--- src/common/ccsc_pkg.sv ---
// Constants, register map and carrier types for the cascade select host
//
// How it works
// - Host broadcasts device-select write globally, then runs cycles with both selects high.
// - First device full input tied low; last full output low means system full.
// - First device match input tied high; last match output low means system match.
// - Host waits single match delay plus N-1 ripple delays before using results.
// - Host spaces back-to-back next-free writes for the full chain to settle.
package ccsc_pkg;

  // ----------------------------------------------------------------
  // Sizes
  // ----------------------------------------------------------------
  localparam int unsigned NUM_DEV     = 4;
  localparam int unsigned DATA_W      = 32;
  localparam int unsigned CODE_W      = 12;
  localparam int unsigned CNT_W       = 8;

  // ----------------------------------------------------------------
  // Timing
  // ----------------------------------------------------------------
  localparam int unsigned CLK_PS            = 5000;
  localparam int unsigned STROBE_LOW_NS     = 20;
  localparam int unsigned STROBE_HIGH_NS    = 15;
  localparam int unsigned SINGLE_MATCH_NS   = 50;
  localparam int unsigned CHAIN_RIPPLE_NS   = 10;
  localparam int unsigned FULL_RIPPLE_NS    = 6;
  localparam int unsigned SINGLE_FULL_NS    = 30;
  localparam int unsigned SYNC_CYC          = 2;
  localparam int unsigned STROBE_LOW_CYC    = (STROBE_LOW_NS * 1000 + CLK_PS - 1) / CLK_PS;
  localparam int unsigned STROBE_HIGH_CYC   = (STROBE_HIGH_NS * 1000 + CLK_PS - 1) / CLK_PS;
  localparam int unsigned MATCH_SETTLE_NS   = SINGLE_MATCH_NS + (NUM_DEV - 1) * CHAIN_RIPPLE_NS;
  localparam int unsigned FULL_SETTLE_NS    = SINGLE_FULL_NS + (NUM_DEV - 1) * FULL_RIPPLE_NS;
  localparam int unsigned MATCH_SETTLE_CYC  =
    (MATCH_SETTLE_NS * 1000 + CLK_PS - 1) / CLK_PS + SYNC_CYC;
  localparam int unsigned FULL_SETTLE_CYC   =
    (FULL_SETTLE_NS * 1000 + CLK_PS - 1) / CLK_PS + SYNC_CYC;

  // ----------------------------------------------------------------
  // Register map (APB byte offsets)
  // ----------------------------------------------------------------
  localparam logic [7:0] OFS_CMD    = 8'h00;
  localparam logic [7:0] OFS_WDATA  = 8'h04;
  localparam logic [7:0] OFS_RDATA  = 8'h08;
  localparam logic [7:0] OFS_STATUS = 8'h0c;

  // Command fields
  localparam int unsigned CMD_CODE_LSB = 0;
  localparam int unsigned CMD_READ_BIT = 12;
  localparam int unsigned CMD_SCOPE_LSB = 16;
  localparam int unsigned CMD_DEV_LSB  = 20;
  localparam int unsigned CMD_KIND_LSB = 24;

  // Status fields
  localparam int unsigned ST_BUSY_BIT   = 0;
  localparam int unsigned ST_MATCH_BIT  = 1;
  localparam int unsigned ST_FULL_BIT   = 2;
  localparam int unsigned ST_MULTI_BIT  = 3;
  localparam int unsigned ST_HIT_BIT    = 4;
  localparam int unsigned ST_SOFT_BIT   = 5;

  // Device-select write and its disable bit
  localparam logic [CODE_W-1:0] CODE_WR_DEVSEL = 12'h008;
  localparam int unsigned       SOFT_DIS_BIT   = 8;

  // Reset values
  localparam logic [DATA_W-1:0] RST_WORD = 32'h0000_0000;

  // ----------------------------------------------------------------
  // Types
  // ----------------------------------------------------------------
  typedef enum logic [1:0] {
    SCOPE_GLOBAL,
    SCOPE_LOCAL,
    SCOPE_SOFT,
    SCOPE_NONE
  } ccsc_scope_type;

  typedef enum logic [1:0] {
    KIND_PLAIN,
    KIND_COMPARE,
    KIND_NEXT_FREE,
    KIND_SPARE
  } ccsc_kind_type;

  typedef struct packed {
    logic                 strobe_n;
    logic                 write_n;
    logic [CODE_W-1:0]    code;
    logic                 global_chip_select_n;
    logic [NUM_DEV-1:0]   local_chip_select_n;
  } ccsc_pins_type;

  typedef struct packed {
    logic match_out_n;
    logic full_out_n;
    logic multi_match_n;
    logic any_hit_valid_n;
  } ccsc_flags_type;

endpackage

--- src/hw/ccsc_sync.sv ---
// Two-stage synchroniser for a bus of independent pin levels
`timescale 1ns/1ps
module ccsc_sync #(
  parameter int unsigned W = 1
) (
  input  wire logic         clk,
  input  wire logic         reset_n,
  input  wire logic [W-1:0] async_in,
  input  wire logic [W-1:0] rst_val,
  output logic      [W-1:0] sync_out
);

  // ----------------------------------------------------------------
  // One pair of flops per bit
  // ----------------------------------------------------------------
  genvar i;
  generate
    for (i = 0; i < W; i++) begin : g_bit
      logic meta_ff;
      logic hold_ff;
      always_ff @(posedge clk or negedge reset_n) begin
        if (!reset_n) begin
          meta_ff <= 1'b1;
          hold_ff <= 1'b1;
        end else begin
          meta_ff <= async_in[i] ^ ~rst_val[i];
          hold_ff <= meta_ff;
        end
      end
      assign sync_out[i] = hold_ff ^ ~rst_val[i];
    end
  endgenerate

endmodule

--- src/hw/ccsc_host.sv ---
// Host controller that runs strobe cycles on a cascade of lookup devices
`timescale 1ns/1ps
module ccsc_host (
  input  wire logic                            clk,
  input  wire logic                            reset_n,
  input  wire logic                            psel,
  input  wire logic                            penable,
  input  wire logic                            pwrite,
  input  wire logic [7:0]                      paddr,
  input  wire logic [31:0]                     pwdata,
  output logic      [31:0]                     prdata,
  output logic                                 pready,
  output logic                                 pslverr,
  output ccsc_pkg::ccsc_pins_type              pins,
  output logic      [ccsc_pkg::DATA_W-1:0]     data_lines_out,
  output logic                                 data_lines_oe,
  input  wire logic [ccsc_pkg::DATA_W-1:0]     data_lines_in,
  output logic                                 match_in_n,
  output logic                                 full_in_n,
  input  wire ccsc_pkg::ccsc_flags_type        flags
);

  typedef enum logic [2:0] {
    ST_IDLE,
    ST_SETUP,
    ST_LOW,
    ST_HIGH,
    ST_SETTLE,
    ST_SAMPLE
  } ccsc_state_type;

  // ----------------------------------------------------------------
  // Pin synchronisers
  // ----------------------------------------------------------------
  localparam int unsigned SW = ccsc_pkg::DATA_W + 4;
  logic [SW-1:0] sync_q;
  logic [SW-1:0] sync_rst;
  assign sync_rst = {ccsc_pkg::RST_WORD, 4'hf};

  ccsc_sync #(.W(SW)) u_sync (
    .clk      (clk),
    .reset_n  (reset_n),
    .async_in ({data_lines_in, flags}),
    .rst_val  (sync_rst),
    .sync_out (sync_q)
  );

  ccsc_pkg::ccsc_flags_type flags_s;
  logic [ccsc_pkg::DATA_W-1:0] data_s;
  assign flags_s = sync_q[3:0];
  assign data_s  = sync_q[SW-1:4];

  // Chain ends of this cascade
  assign match_in_n = 1'b1;
  assign full_in_n  = 1'b0;

  // ----------------------------------------------------------------
  // APB slave
  // ----------------------------------------------------------------
  ccsc_state_type                   state_ff;
  logic [ccsc_pkg::DATA_W-1:0]      cmd_ff;
  logic [ccsc_pkg::DATA_W-1:0]      wdata_ff;
  logic [ccsc_pkg::DATA_W-1:0]      rdata_ff;
  logic [ccsc_pkg::CNT_W-1:0]       cnt_ff;
  logic                             sys_match_ff;
  logic                             sys_full_ff;
  logic                             multi_ff;
  logic                             hit_ff;
  logic                             soft_on_ff;
  logic                             apb_wr;
  logic                             mapped;
  logic                             start;

  assign pready  = 1'b1;
  assign apb_wr  = psel && penable && pwrite;
  assign mapped  = (paddr == ccsc_pkg::OFS_CMD)   || (paddr == ccsc_pkg::OFS_WDATA) ||
                   (paddr == ccsc_pkg::OFS_RDATA) || (paddr == ccsc_pkg::OFS_STATUS);
  assign pslverr = psel && penable && !mapped;
  assign start   = apb_wr && (paddr == ccsc_pkg::OFS_CMD) && (state_ff == ST_IDLE);

  always_comb begin
    prdata = 32'h0000_0000;
    case (paddr)
      ccsc_pkg::OFS_CMD: begin
        prdata = cmd_ff;
      end
      ccsc_pkg::OFS_WDATA: begin
        prdata = wdata_ff;
      end
      ccsc_pkg::OFS_RDATA: begin
        prdata = rdata_ff;
      end
      ccsc_pkg::OFS_STATUS: begin
        prdata[ccsc_pkg::ST_BUSY_BIT]  = (state_ff != ST_IDLE);
        prdata[ccsc_pkg::ST_MATCH_BIT] = sys_match_ff;
        prdata[ccsc_pkg::ST_FULL_BIT]  = sys_full_ff;
        prdata[ccsc_pkg::ST_MULTI_BIT] = multi_ff;
        prdata[ccsc_pkg::ST_HIT_BIT]   = hit_ff;
        prdata[ccsc_pkg::ST_SOFT_BIT]  = soft_on_ff;
      end
      default: begin
        prdata = 32'h0000_0000;
      end
    endcase
  end

  always_ff @(posedge clk or negedge reset_n) begin
    if (!reset_n) begin
      wdata_ff <= ccsc_pkg::RST_WORD;
    end else if (apb_wr && paddr == ccsc_pkg::OFS_WDATA && state_ff == ST_IDLE) begin
      wdata_ff <= pwdata;
    end
  end

  always_ff @(posedge clk or negedge reset_n) begin
    if (!reset_n) begin
      cmd_ff <= ccsc_pkg::RST_WORD;
    end else if (start) begin
      cmd_ff <= pwdata;
    end
  end

  // ----------------------------------------------------------------
  // Command decode
  // ----------------------------------------------------------------
  logic [ccsc_pkg::CODE_W-1:0] code;
  logic                        is_read;
  ccsc_pkg::ccsc_scope_type    scope;
  ccsc_pkg::ccsc_kind_type     kind;
  logic [1:0]                  dev_idx;

  assign code    = cmd_ff[ccsc_pkg::CMD_CODE_LSB +: ccsc_pkg::CODE_W];
  assign is_read = cmd_ff[ccsc_pkg::CMD_READ_BIT];
  assign scope   = ccsc_pkg::ccsc_scope_type'(cmd_ff[ccsc_pkg::CMD_SCOPE_LSB +: 2]);
  assign kind    = ccsc_pkg::ccsc_kind_type'(cmd_ff[ccsc_pkg::CMD_KIND_LSB +: 2]);
  assign dev_idx = cmd_ff[ccsc_pkg::CMD_DEV_LSB +: 2];

  // ----------------------------------------------------------------
  // Cycle sequencer
  // ----------------------------------------------------------------
  always_ff @(posedge clk or negedge reset_n) begin
    if (!reset_n) begin
      state_ff <= ST_IDLE;
      cnt_ff   <= '0;
    end else begin
      case (state_ff)
        ST_IDLE: begin
          if (start) begin
            state_ff <= ST_SETUP;
          end
        end
        ST_SETUP: begin
          state_ff <= ST_LOW;
          cnt_ff   <= ccsc_pkg::CNT_W'(ccsc_pkg::STROBE_LOW_CYC - 1);
        end
        ST_LOW: begin
          if (cnt_ff == '0) begin
            state_ff <= ST_HIGH;
            cnt_ff   <= ccsc_pkg::CNT_W'(ccsc_pkg::STROBE_HIGH_CYC - 1);
          end else begin
            cnt_ff <= cnt_ff - 1'b1;
          end
        end
        ST_HIGH: begin
          if (cnt_ff == '0) begin
            state_ff <= ST_SETTLE;
            if (kind == ccsc_pkg::KIND_COMPARE) begin
              cnt_ff <= ccsc_pkg::CNT_W'(ccsc_pkg::MATCH_SETTLE_CYC - 1);
            end else if (kind == ccsc_pkg::KIND_NEXT_FREE) begin
              cnt_ff <= ccsc_pkg::CNT_W'(ccsc_pkg::FULL_SETTLE_CYC - 1);
            end else begin
              cnt_ff <= ccsc_pkg::CNT_W'(ccsc_pkg::SYNC_CYC - 1);
            end
          end else begin
            cnt_ff <= cnt_ff - 1'b1;
          end
        end
        ST_SETTLE: begin
          if (cnt_ff == '0) begin
            state_ff <= ST_SAMPLE;
          end else begin
            cnt_ff <= cnt_ff - 1'b1;
          end
        end
        ST_SAMPLE: begin
          state_ff <= ST_IDLE;
        end
        default: begin
          state_ff <= ST_IDLE;
        end
      endcase
    end
  end

  // ----------------------------------------------------------------
  // Pin drive
  // ----------------------------------------------------------------
  always_ff @(posedge clk or negedge reset_n) begin
    if (!reset_n) begin
      pins.strobe_n             <= 1'b1;
      pins.write_n              <= 1'b1;
      pins.code                 <= '0;
      pins.global_chip_select_n <= 1'b1;
      pins.local_chip_select_n  <= '1;
      data_lines_out            <= ccsc_pkg::RST_WORD;
      data_lines_oe             <= 1'b0;
    end else if (state_ff == ST_SETUP) begin
      pins.strobe_n             <= 1'b0;
      pins.write_n              <= is_read;
      pins.code                 <= code;
      // Soft scope leaves both selects high
      pins.global_chip_select_n <= (scope != ccsc_pkg::SCOPE_GLOBAL);
      for (int d = 0; d < ccsc_pkg::NUM_DEV; d++) begin
        pins.local_chip_select_n[d] <= !(scope == ccsc_pkg::SCOPE_LOCAL && dev_idx == 2'(d));
      end
      data_lines_out            <= wdata_ff;
      data_lines_oe             <= !is_read;
    end else if (state_ff == ST_LOW && cnt_ff == '0) begin
      pins.strobe_n <= 1'b1;
    end else if (state_ff == ST_SAMPLE) begin
      pins.write_n              <= 1'b1;
      pins.global_chip_select_n <= 1'b1;
      pins.local_chip_select_n  <= '1;
      data_lines_oe             <= 1'b0;
    end
  end

  // ----------------------------------------------------------------
  // Result capture
  // ----------------------------------------------------------------
  always_ff @(posedge clk or negedge reset_n) begin
    if (!reset_n) begin
      rdata_ff <= ccsc_pkg::RST_WORD;
    end else if (state_ff == ST_SETTLE && cnt_ff == '0 && is_read) begin
      rdata_ff <= data_s;
    end
  end

  // System flags read in ST_SAMPLE after the settle wait, which is only SYNC_CYC for plain and spare kinds
  always_ff @(posedge clk or negedge reset_n) begin
    if (!reset_n) begin
      sys_match_ff <= 1'b0;
      sys_full_ff  <= 1'b0;
      multi_ff     <= 1'b0;
      hit_ff       <= 1'b0;
    end else if (state_ff == ST_SAMPLE) begin
      sys_match_ff <= !flags_s.match_out_n;
      sys_full_ff  <= !flags_s.full_out_n;
      multi_ff     <= !flags_s.multi_match_n;
      hit_ff       <= !flags_s.any_hit_valid_n;
    end
  end

  // Tracks whether register selection is armed
  always_ff @(posedge clk or negedge reset_n) begin
    if (!reset_n) begin
      soft_on_ff <= 1'b0;
    end else if (state_ff == ST_SAMPLE && !is_read && code == ccsc_pkg::CODE_WR_DEVSEL &&
                 scope == ccsc_pkg::SCOPE_GLOBAL) begin
      soft_on_ff <= !wdata_ff[ccsc_pkg::SOFT_DIS_BIT];
    end
  end

endmodule

--- config.mk ---
export PLATFORM = sky130hd
export DESIGN_NAME = ccsc_host
export DESIGN_NICKNAME = d
export VERILOG_FILES = /design/src/common/ccsc_pkg.sv /design/src/hw/ccsc_sync.sv /design/src/hw/ccsc_host.sv
export SDC_FILE = /design/constraint.sdc
export NUM_CORES = 1
export LEC_CHECK = 0
export BUFFER_PORTS_ARGS = -buffer_cell sky130_fd_sc_hd__buf_2
export CAP_MARGIN = 15
export CORE_ASPECT_RATIO = 1.5
export CORE_MARGIN = 1.5
export CORE_UTILIZATION = 61
export DETAILED_ROUTE_END_ITERATION = 6
export PLACE_DENSITY = 0.85
export SLEW_MARGIN = 30
export SYNTH_ARGS = -nofsm -noshare
export SYNTH_HDL_FRONTEND = slang
export SYNTH_HIERARCHICAL = 1
export SYNTH_SLANG_ARGS = --single-unit
--- constraint.sdc ---
create_clock -name clk -period 6 [get_ports clk]
set_input_delay 0.6 -clock clk [delete_from_list [all_inputs] [get_ports clk]]
set_output_delay 0.6 -clock clk [all_outputs]
set_load 0.01 [all_outputs]
Word level (Yosys, flattened, before mapping)
Cells that the tools add are included.
Widths: inputs -> output; s select.
Word-level totals
  word-level logic and storage cells: 242
  register bits after elaboration: 236
Operators by class
  $add $sub $neg: 1
  bitwise operators: 64
  reductions and logical operators: 44
  muxes and demuxes: 23
  equality and inequality tests: 21
Operators by type and width (count)
  $pmux 26 s3: 1
  $not 1->1: 64
  $pmux 8 s4: 1
  $mux 8: 3
  $pmux 6 s4: 1
  $mux 5: 4
  $logic_and 1x1->1: 17
  $eq 8x4->1 const B: 2
  $logic_not 8->1: 2
  $pmux 3 s5: 1
  $eq 12x4->1 const B: 1
  $mux 3: 4
  $ne 2x2->1 const B: 6
  $logic_not 1->1: 11
  $eq 8x3->1 const B: 1
  $sub 8x1->8 const B: 1
  $eq 2x1->1 const B: 3
  $eq 2x2->1 const B: 3
  $eq 3x2->1 const B: 2
  $eq 3x3->1 const B: 2
  $mux 1: 6
  $reduce_bool 2->1: 3
  $logic_not 2->1: 2
  $mux 4: 1
  other kinds (8): 11

Longest topological paths before layout
  word-level depth: 6
  mapped depth: 7

By module
The synthesis kept the hierarchy.
By module, submodules not included
  ccsc_host: cells each 684, area each 7602.3 sq um, sequential area each 4112.7 sq um, times used 1
  ccsc_sync: cells each 144, area each 2522.4 sq um, sequential area each 1891.8 sq um, times used 1

Worst setup path before layout
No wires, ideal clock.
  kind: in2out
  start: input port paddr[2]
  end: output port prdata[4]
  setup slack: 3.445 ns
  required time: 5.400 ns
  arrival: 1.955 ns
  stages on the path: 4
  cell sequence: clkbuf_1 > clkbuf_1 > mux4_2 > and3_1
Between the ends
  longest elaborated chain between the ends: 2
RTL lines
  start, declared: line ccsc_host.sv:9  | input wire logic [7:0] paddr,
  $eq 8x4->1, or another cell as far along: line ccsc_host.sv:83  | case (paddr)
  $pmux 6 s4 *: line ccsc_host.sv:83
  end, declared: line ccsc_host.sv:11  | output logic [31:0] prdata,
Mark *: on every way between the ends. The rest lies on a longest branch, timed or not.

Worst setup path after layout
  start: register state_ff[1]
  end: output port prdata[0]
Between the ends
  longest elaborated chain between the ends: 2
RTL lines
  start, declared: line ccsc_host.sv:60  | ccsc_state_type state_ff;
  start signal, assigned: line ccsc_host.sv:143  | state_ff <= ST_IDLE;
  start signal, assigned: line ccsc_host.sv:149  | state_ff <= ST_SETUP;
  start signal, assigned: line ccsc_host.sv:153  | state_ff <= ST_LOW;
  $reduce_bool 3->1: line ccsc_host.sv:94  | prdata[ccsc_pkg::ST_BUSY_BIT] = (state_ff != ST_IDLE);
  $pmux 6 s4: line ccsc_host.sv:83
Every way passes these cells.

==> impl_results.md <==
- Reg-to-reg startpoint: state_ff[1]$_DFFE_PN0P_
- Worst path slowest cell: dfrtp_1
- CP startpoint kind: register
- Inserted Clock Buffers: 22
- Seq/Total Area, Yosys: between 50% and 60%
- Dpl ws: 2.54 ns
- Worst r2r dst: wdata_ff[13]$_DFFE_PN0P_
- WHS Path Cells: 2
- Final hold vios: 0
- Die Wd: around 110 microns
- Antenna violations before repair: 3
- TNS Setup: 0 ns
- Reg2reg path depth: 5
- MaxCap Viol Count: 0
- Layout area overhead: 20.2%
- Core ar.: between 15,000 and 20,000 sq um
- Req. time, crit path: 5.40 ns
- # IOs: 169
- Post-DP HPWL: roughly 16,000 microns
- Clk Latency, worst-skew pair: around 0.50 ns
- Least-Margin Pin Slew: between 0.7 and 0.8 ns
- Share of layout cells above drive strength 1: 34.1%
- Syn avg cell area: roughly 12 sq um
- Buffers on Ports: between 150 and 200
- Hold worst-path end: u_sync/g_bit[18].meta_ff$_DFF_PN1_
- H-tree depth: 1
- Post-synth EDFFs: 0
- NetSw: between 900 and 1000 uW
- Die height: 161 microns
- Num Clock Sinks: around 240
- CTS tree: done
- Final Cycle Share: 52.8%
- Drt first-iter violations: about 480
- Largest net degree at the start of global routing: approximately 130
- Count of nets after finishing: approximately 1,100
- Met2 GRT Util: a little under half
- Met3 GRT Util: between 4 and 5%
- Drt pass-1 iters: 6
- Clock Skews: around 0.014 ns
- Asr flop ratio synth: between 90% and 100%
- CP max stage delay: about 0.57 ns
- Area contributors post-synth: dfrtp_1 (39%), dfstp_2 (21%), xnor2_1 (6.3%)
- Post-CTS Setup Repair Bufs: 0
- Setup ws final: 2.83 ns
- DR vias: approximately 7,000
- Clock tree buffer depth: 3
- First-pass GRT wire length: about 37,000 microns
- Mapped cell area: a little over 10,000 sq um
- Minimum clock period: about 3.2 ns
- Die area: roughly 17,000 sq um
- Effective utilization at floorplan: approximately 63%
- DRC viols: 0
- Critical path type: register to output pin
- Lkg Pwr: about 0.0061 uW
- Cells after synthesis: about 830
- R2R setup slack: approximately 3.0 ns
- Seq pwr share: 49.4%
- GRT overflow: 0
- Peak VDD IR: between 200 and 250 uV
- Slew margin rel.: 47.5%
- Clk slew on worst S/H paths: about 0.060 ns
- GPL Wtd Cong: around 0.91
- GRT Util Overall: 27.8%
- GRT busiest layer: met2
- Routed Antenna Nets: 0
- YS warnings: 6
- Switching Fraction: approximately 25%
- Met1 global-route usage: 35.2%
- RSZ-0062 raised after global routing: no
- Cell taking the most area after synthesis: dfrtp_1
- Std-Cell Rows: 57
- Hold Crit Start: data_lines_in[14]
- Clk root buf: clkbuf_16
- Fmax achieved: about 320 MHz
- Total wire length: 23,200 microns
- CP Capture Type: output pin
- Outcome: complete, no violations
- Hold crit path type: primary input to register
- Critical path peak fanout: 15
- Int Power: approximately 2800 uW
- Logic pwr share: a little over an eighth
- CP cell instances: nor2_2, nand2_1, mux4_2, nor2b_1, buf_2
- Final Max Slew Viols: 0
- Seq cells post-synth: about 240
- Netlist cell types: 61
- Final Setup Violations: 0
- Most common cell in the netlist: dfrtp_1
- Share of Yosys cell area claimed by the top area cell type: ~39%
- Clock power frac: roughly 37%
- Number of vias per cell: 5.44
- PwrDens: around 310 nW/um^2
- Arr. time, crit path: around 2.6 ns
- Most frequent cells after synthesis: dfrtp_1 (157), nand2_1 (150), dfstp_2 (79), xnor2_1 (73), nor2_1 (62)
- Vias in the first global route: 7,183
- Post-DR wirelength/cell: 18.1 microns
- Top_reg_cell synth: dfrtp_1
[what timing repair did]
| action | 4_1_cts | 5_1_grt |
|---|---|---|
| hold buffers | 0 | 1 |
| resized for setup | 0 | 0 |
| setup endpoints to repair | 0 | 0 |
| hold endpoints to repair | 0 | 29 |
[worst max-delay path: cells and delay by family, from the launching register on]
kind / cells / cell delay (ns)
buf+inv: 1 / 0.18
mux: 1 / 0.47
flops: 1 / 0.57
simple gates: 3 / 0.85
[final cells by class]
type                            count  area (sq um)
Inverter                            9          33.8
Tap cell                          206           258
Multi-Input combinational cell    614          4190
Timing Repair Buffer              173           933
Fill cell                        1045          4020
Clock inverter                      7          90.1
Antenna cell                        1          2.50
Clock buffer                       33           653
Sequential cell                   236          6000
[per-layer routing]
| layer | up-vias | wire length, microns |
|---|---|---|
| met5 | - | 25 |
| met4 | 4 | 1270 |
| met3 | 83 | 1380 |
| met2 | 257 | 11600 |
| met1 | 3446 | 8870 |
| li1 | 3168 | - |
[worst max-delay path by stage]
stage / from / to / slack, ns / cells past startpoint
6_report: state_ff[1]$_DFFE_PN0P_ / prdata[0] / 2.83 / 5
5_1_grt: state_ff[1]$_DFFE_PN0P_ / prdata[0] / 2.69 / 5
4_1_cts: state_ff[1]$_DFFE_PN0P_ / prdata[0] / 2.82 / 5
3_5_place_dp: paddr[5] / wdata_ff[13]$_DFFE_PN0P_ / 2.54 / 6
3_3_place_gp: paddr[5] / wdata_ff[18]$_DFFE_PN0P_ / 2.53 / 5
2_1_floorplan: paddr[2] / prdata[4] / 3.44 / 4
[kinds of logic (layout without fill, tap and decap cells)]
logic type,count (synthesis),after routing,share of synthesized area [%]
AO/OA/AOI/OAI,74,74,4.45
XOR/XNOR,73,73,6.31
buffers and inverters,51,222,2.32
AND/OR/NAND/NOR,261,261,11.5
adder cells (fa/ha/maj),2,2,0.247
flip-flops,236,236,59.3
multiplexers,129,129,15.8
other,2,76,0.0742
[state kept, by name, summed over array words and instances, names as in the netlist]
| signal | cells |
|---|---|
| cnt_ff | 8 |
| sys_full_ff | 1 |
| hit_ff | 1 |
| data_lines_out | 32 |
| rdata_ff | 32 |
| state_ff | 3 |
| u_sync/g_bit.hold_ff | 36 |
| multi_ff | 1 |
| u_sync/g_bit.meta_ff | 36 |
| cmd_ff | 32 |
| sys_match_ff | 1 |
| data_lines_oe | 1 |
| pins | 19 |
| wdata_ff | 32 |
| soft_on_ff | 1 |
[per-stage QoR]
stage                     cell area (sq um)  hold WS, ns  utilization, %  total power, uW  std cells
final                                 12200        0.243            75.1             3820       1279
after global routing                  12200        0.235            75.1             3980       1279
after CTS                             12100        0.228            74.9             3830       1276
after detailed placement              11400        0.347            70.3             2420       1236
after global placement                11300        0.345            70.1             2400       1235
after floorplan                       10400        0.304               -             2230        901
[power groups by stage]
stage          Sequential (uW)  Combinational, uW  Clock [uW]
3_5_place_dp              1910                511           0
2_1_floorplan             1880                343           0
3_3_place_gp              1900                493           0
5_1_grt                   1900                577        1500
4_1_cts                   1880                514        1430
6_report                  1890                515        1410
[cell usage in the layout, fill, tap and decap left out, types with 27 or more instances in the layout]
| master | n |
|---|---|
| a21oi_1 | 34 |
| buf_2 | 163 |
| dfstp_2 | 79 |
| conb_1 | 75 |
| mux2_4 | 30 |
| mux2i_1 | 27 |
| mux2_2 | 31 |
| dfrtp_1 | 157 |
| nand2_1 | 149 |
| nor2_1 | 61 |
| mux2_1 | 35 |
| xnor2_1 | 73 |
Note: power is estimated with default switching activity, not from simulation.
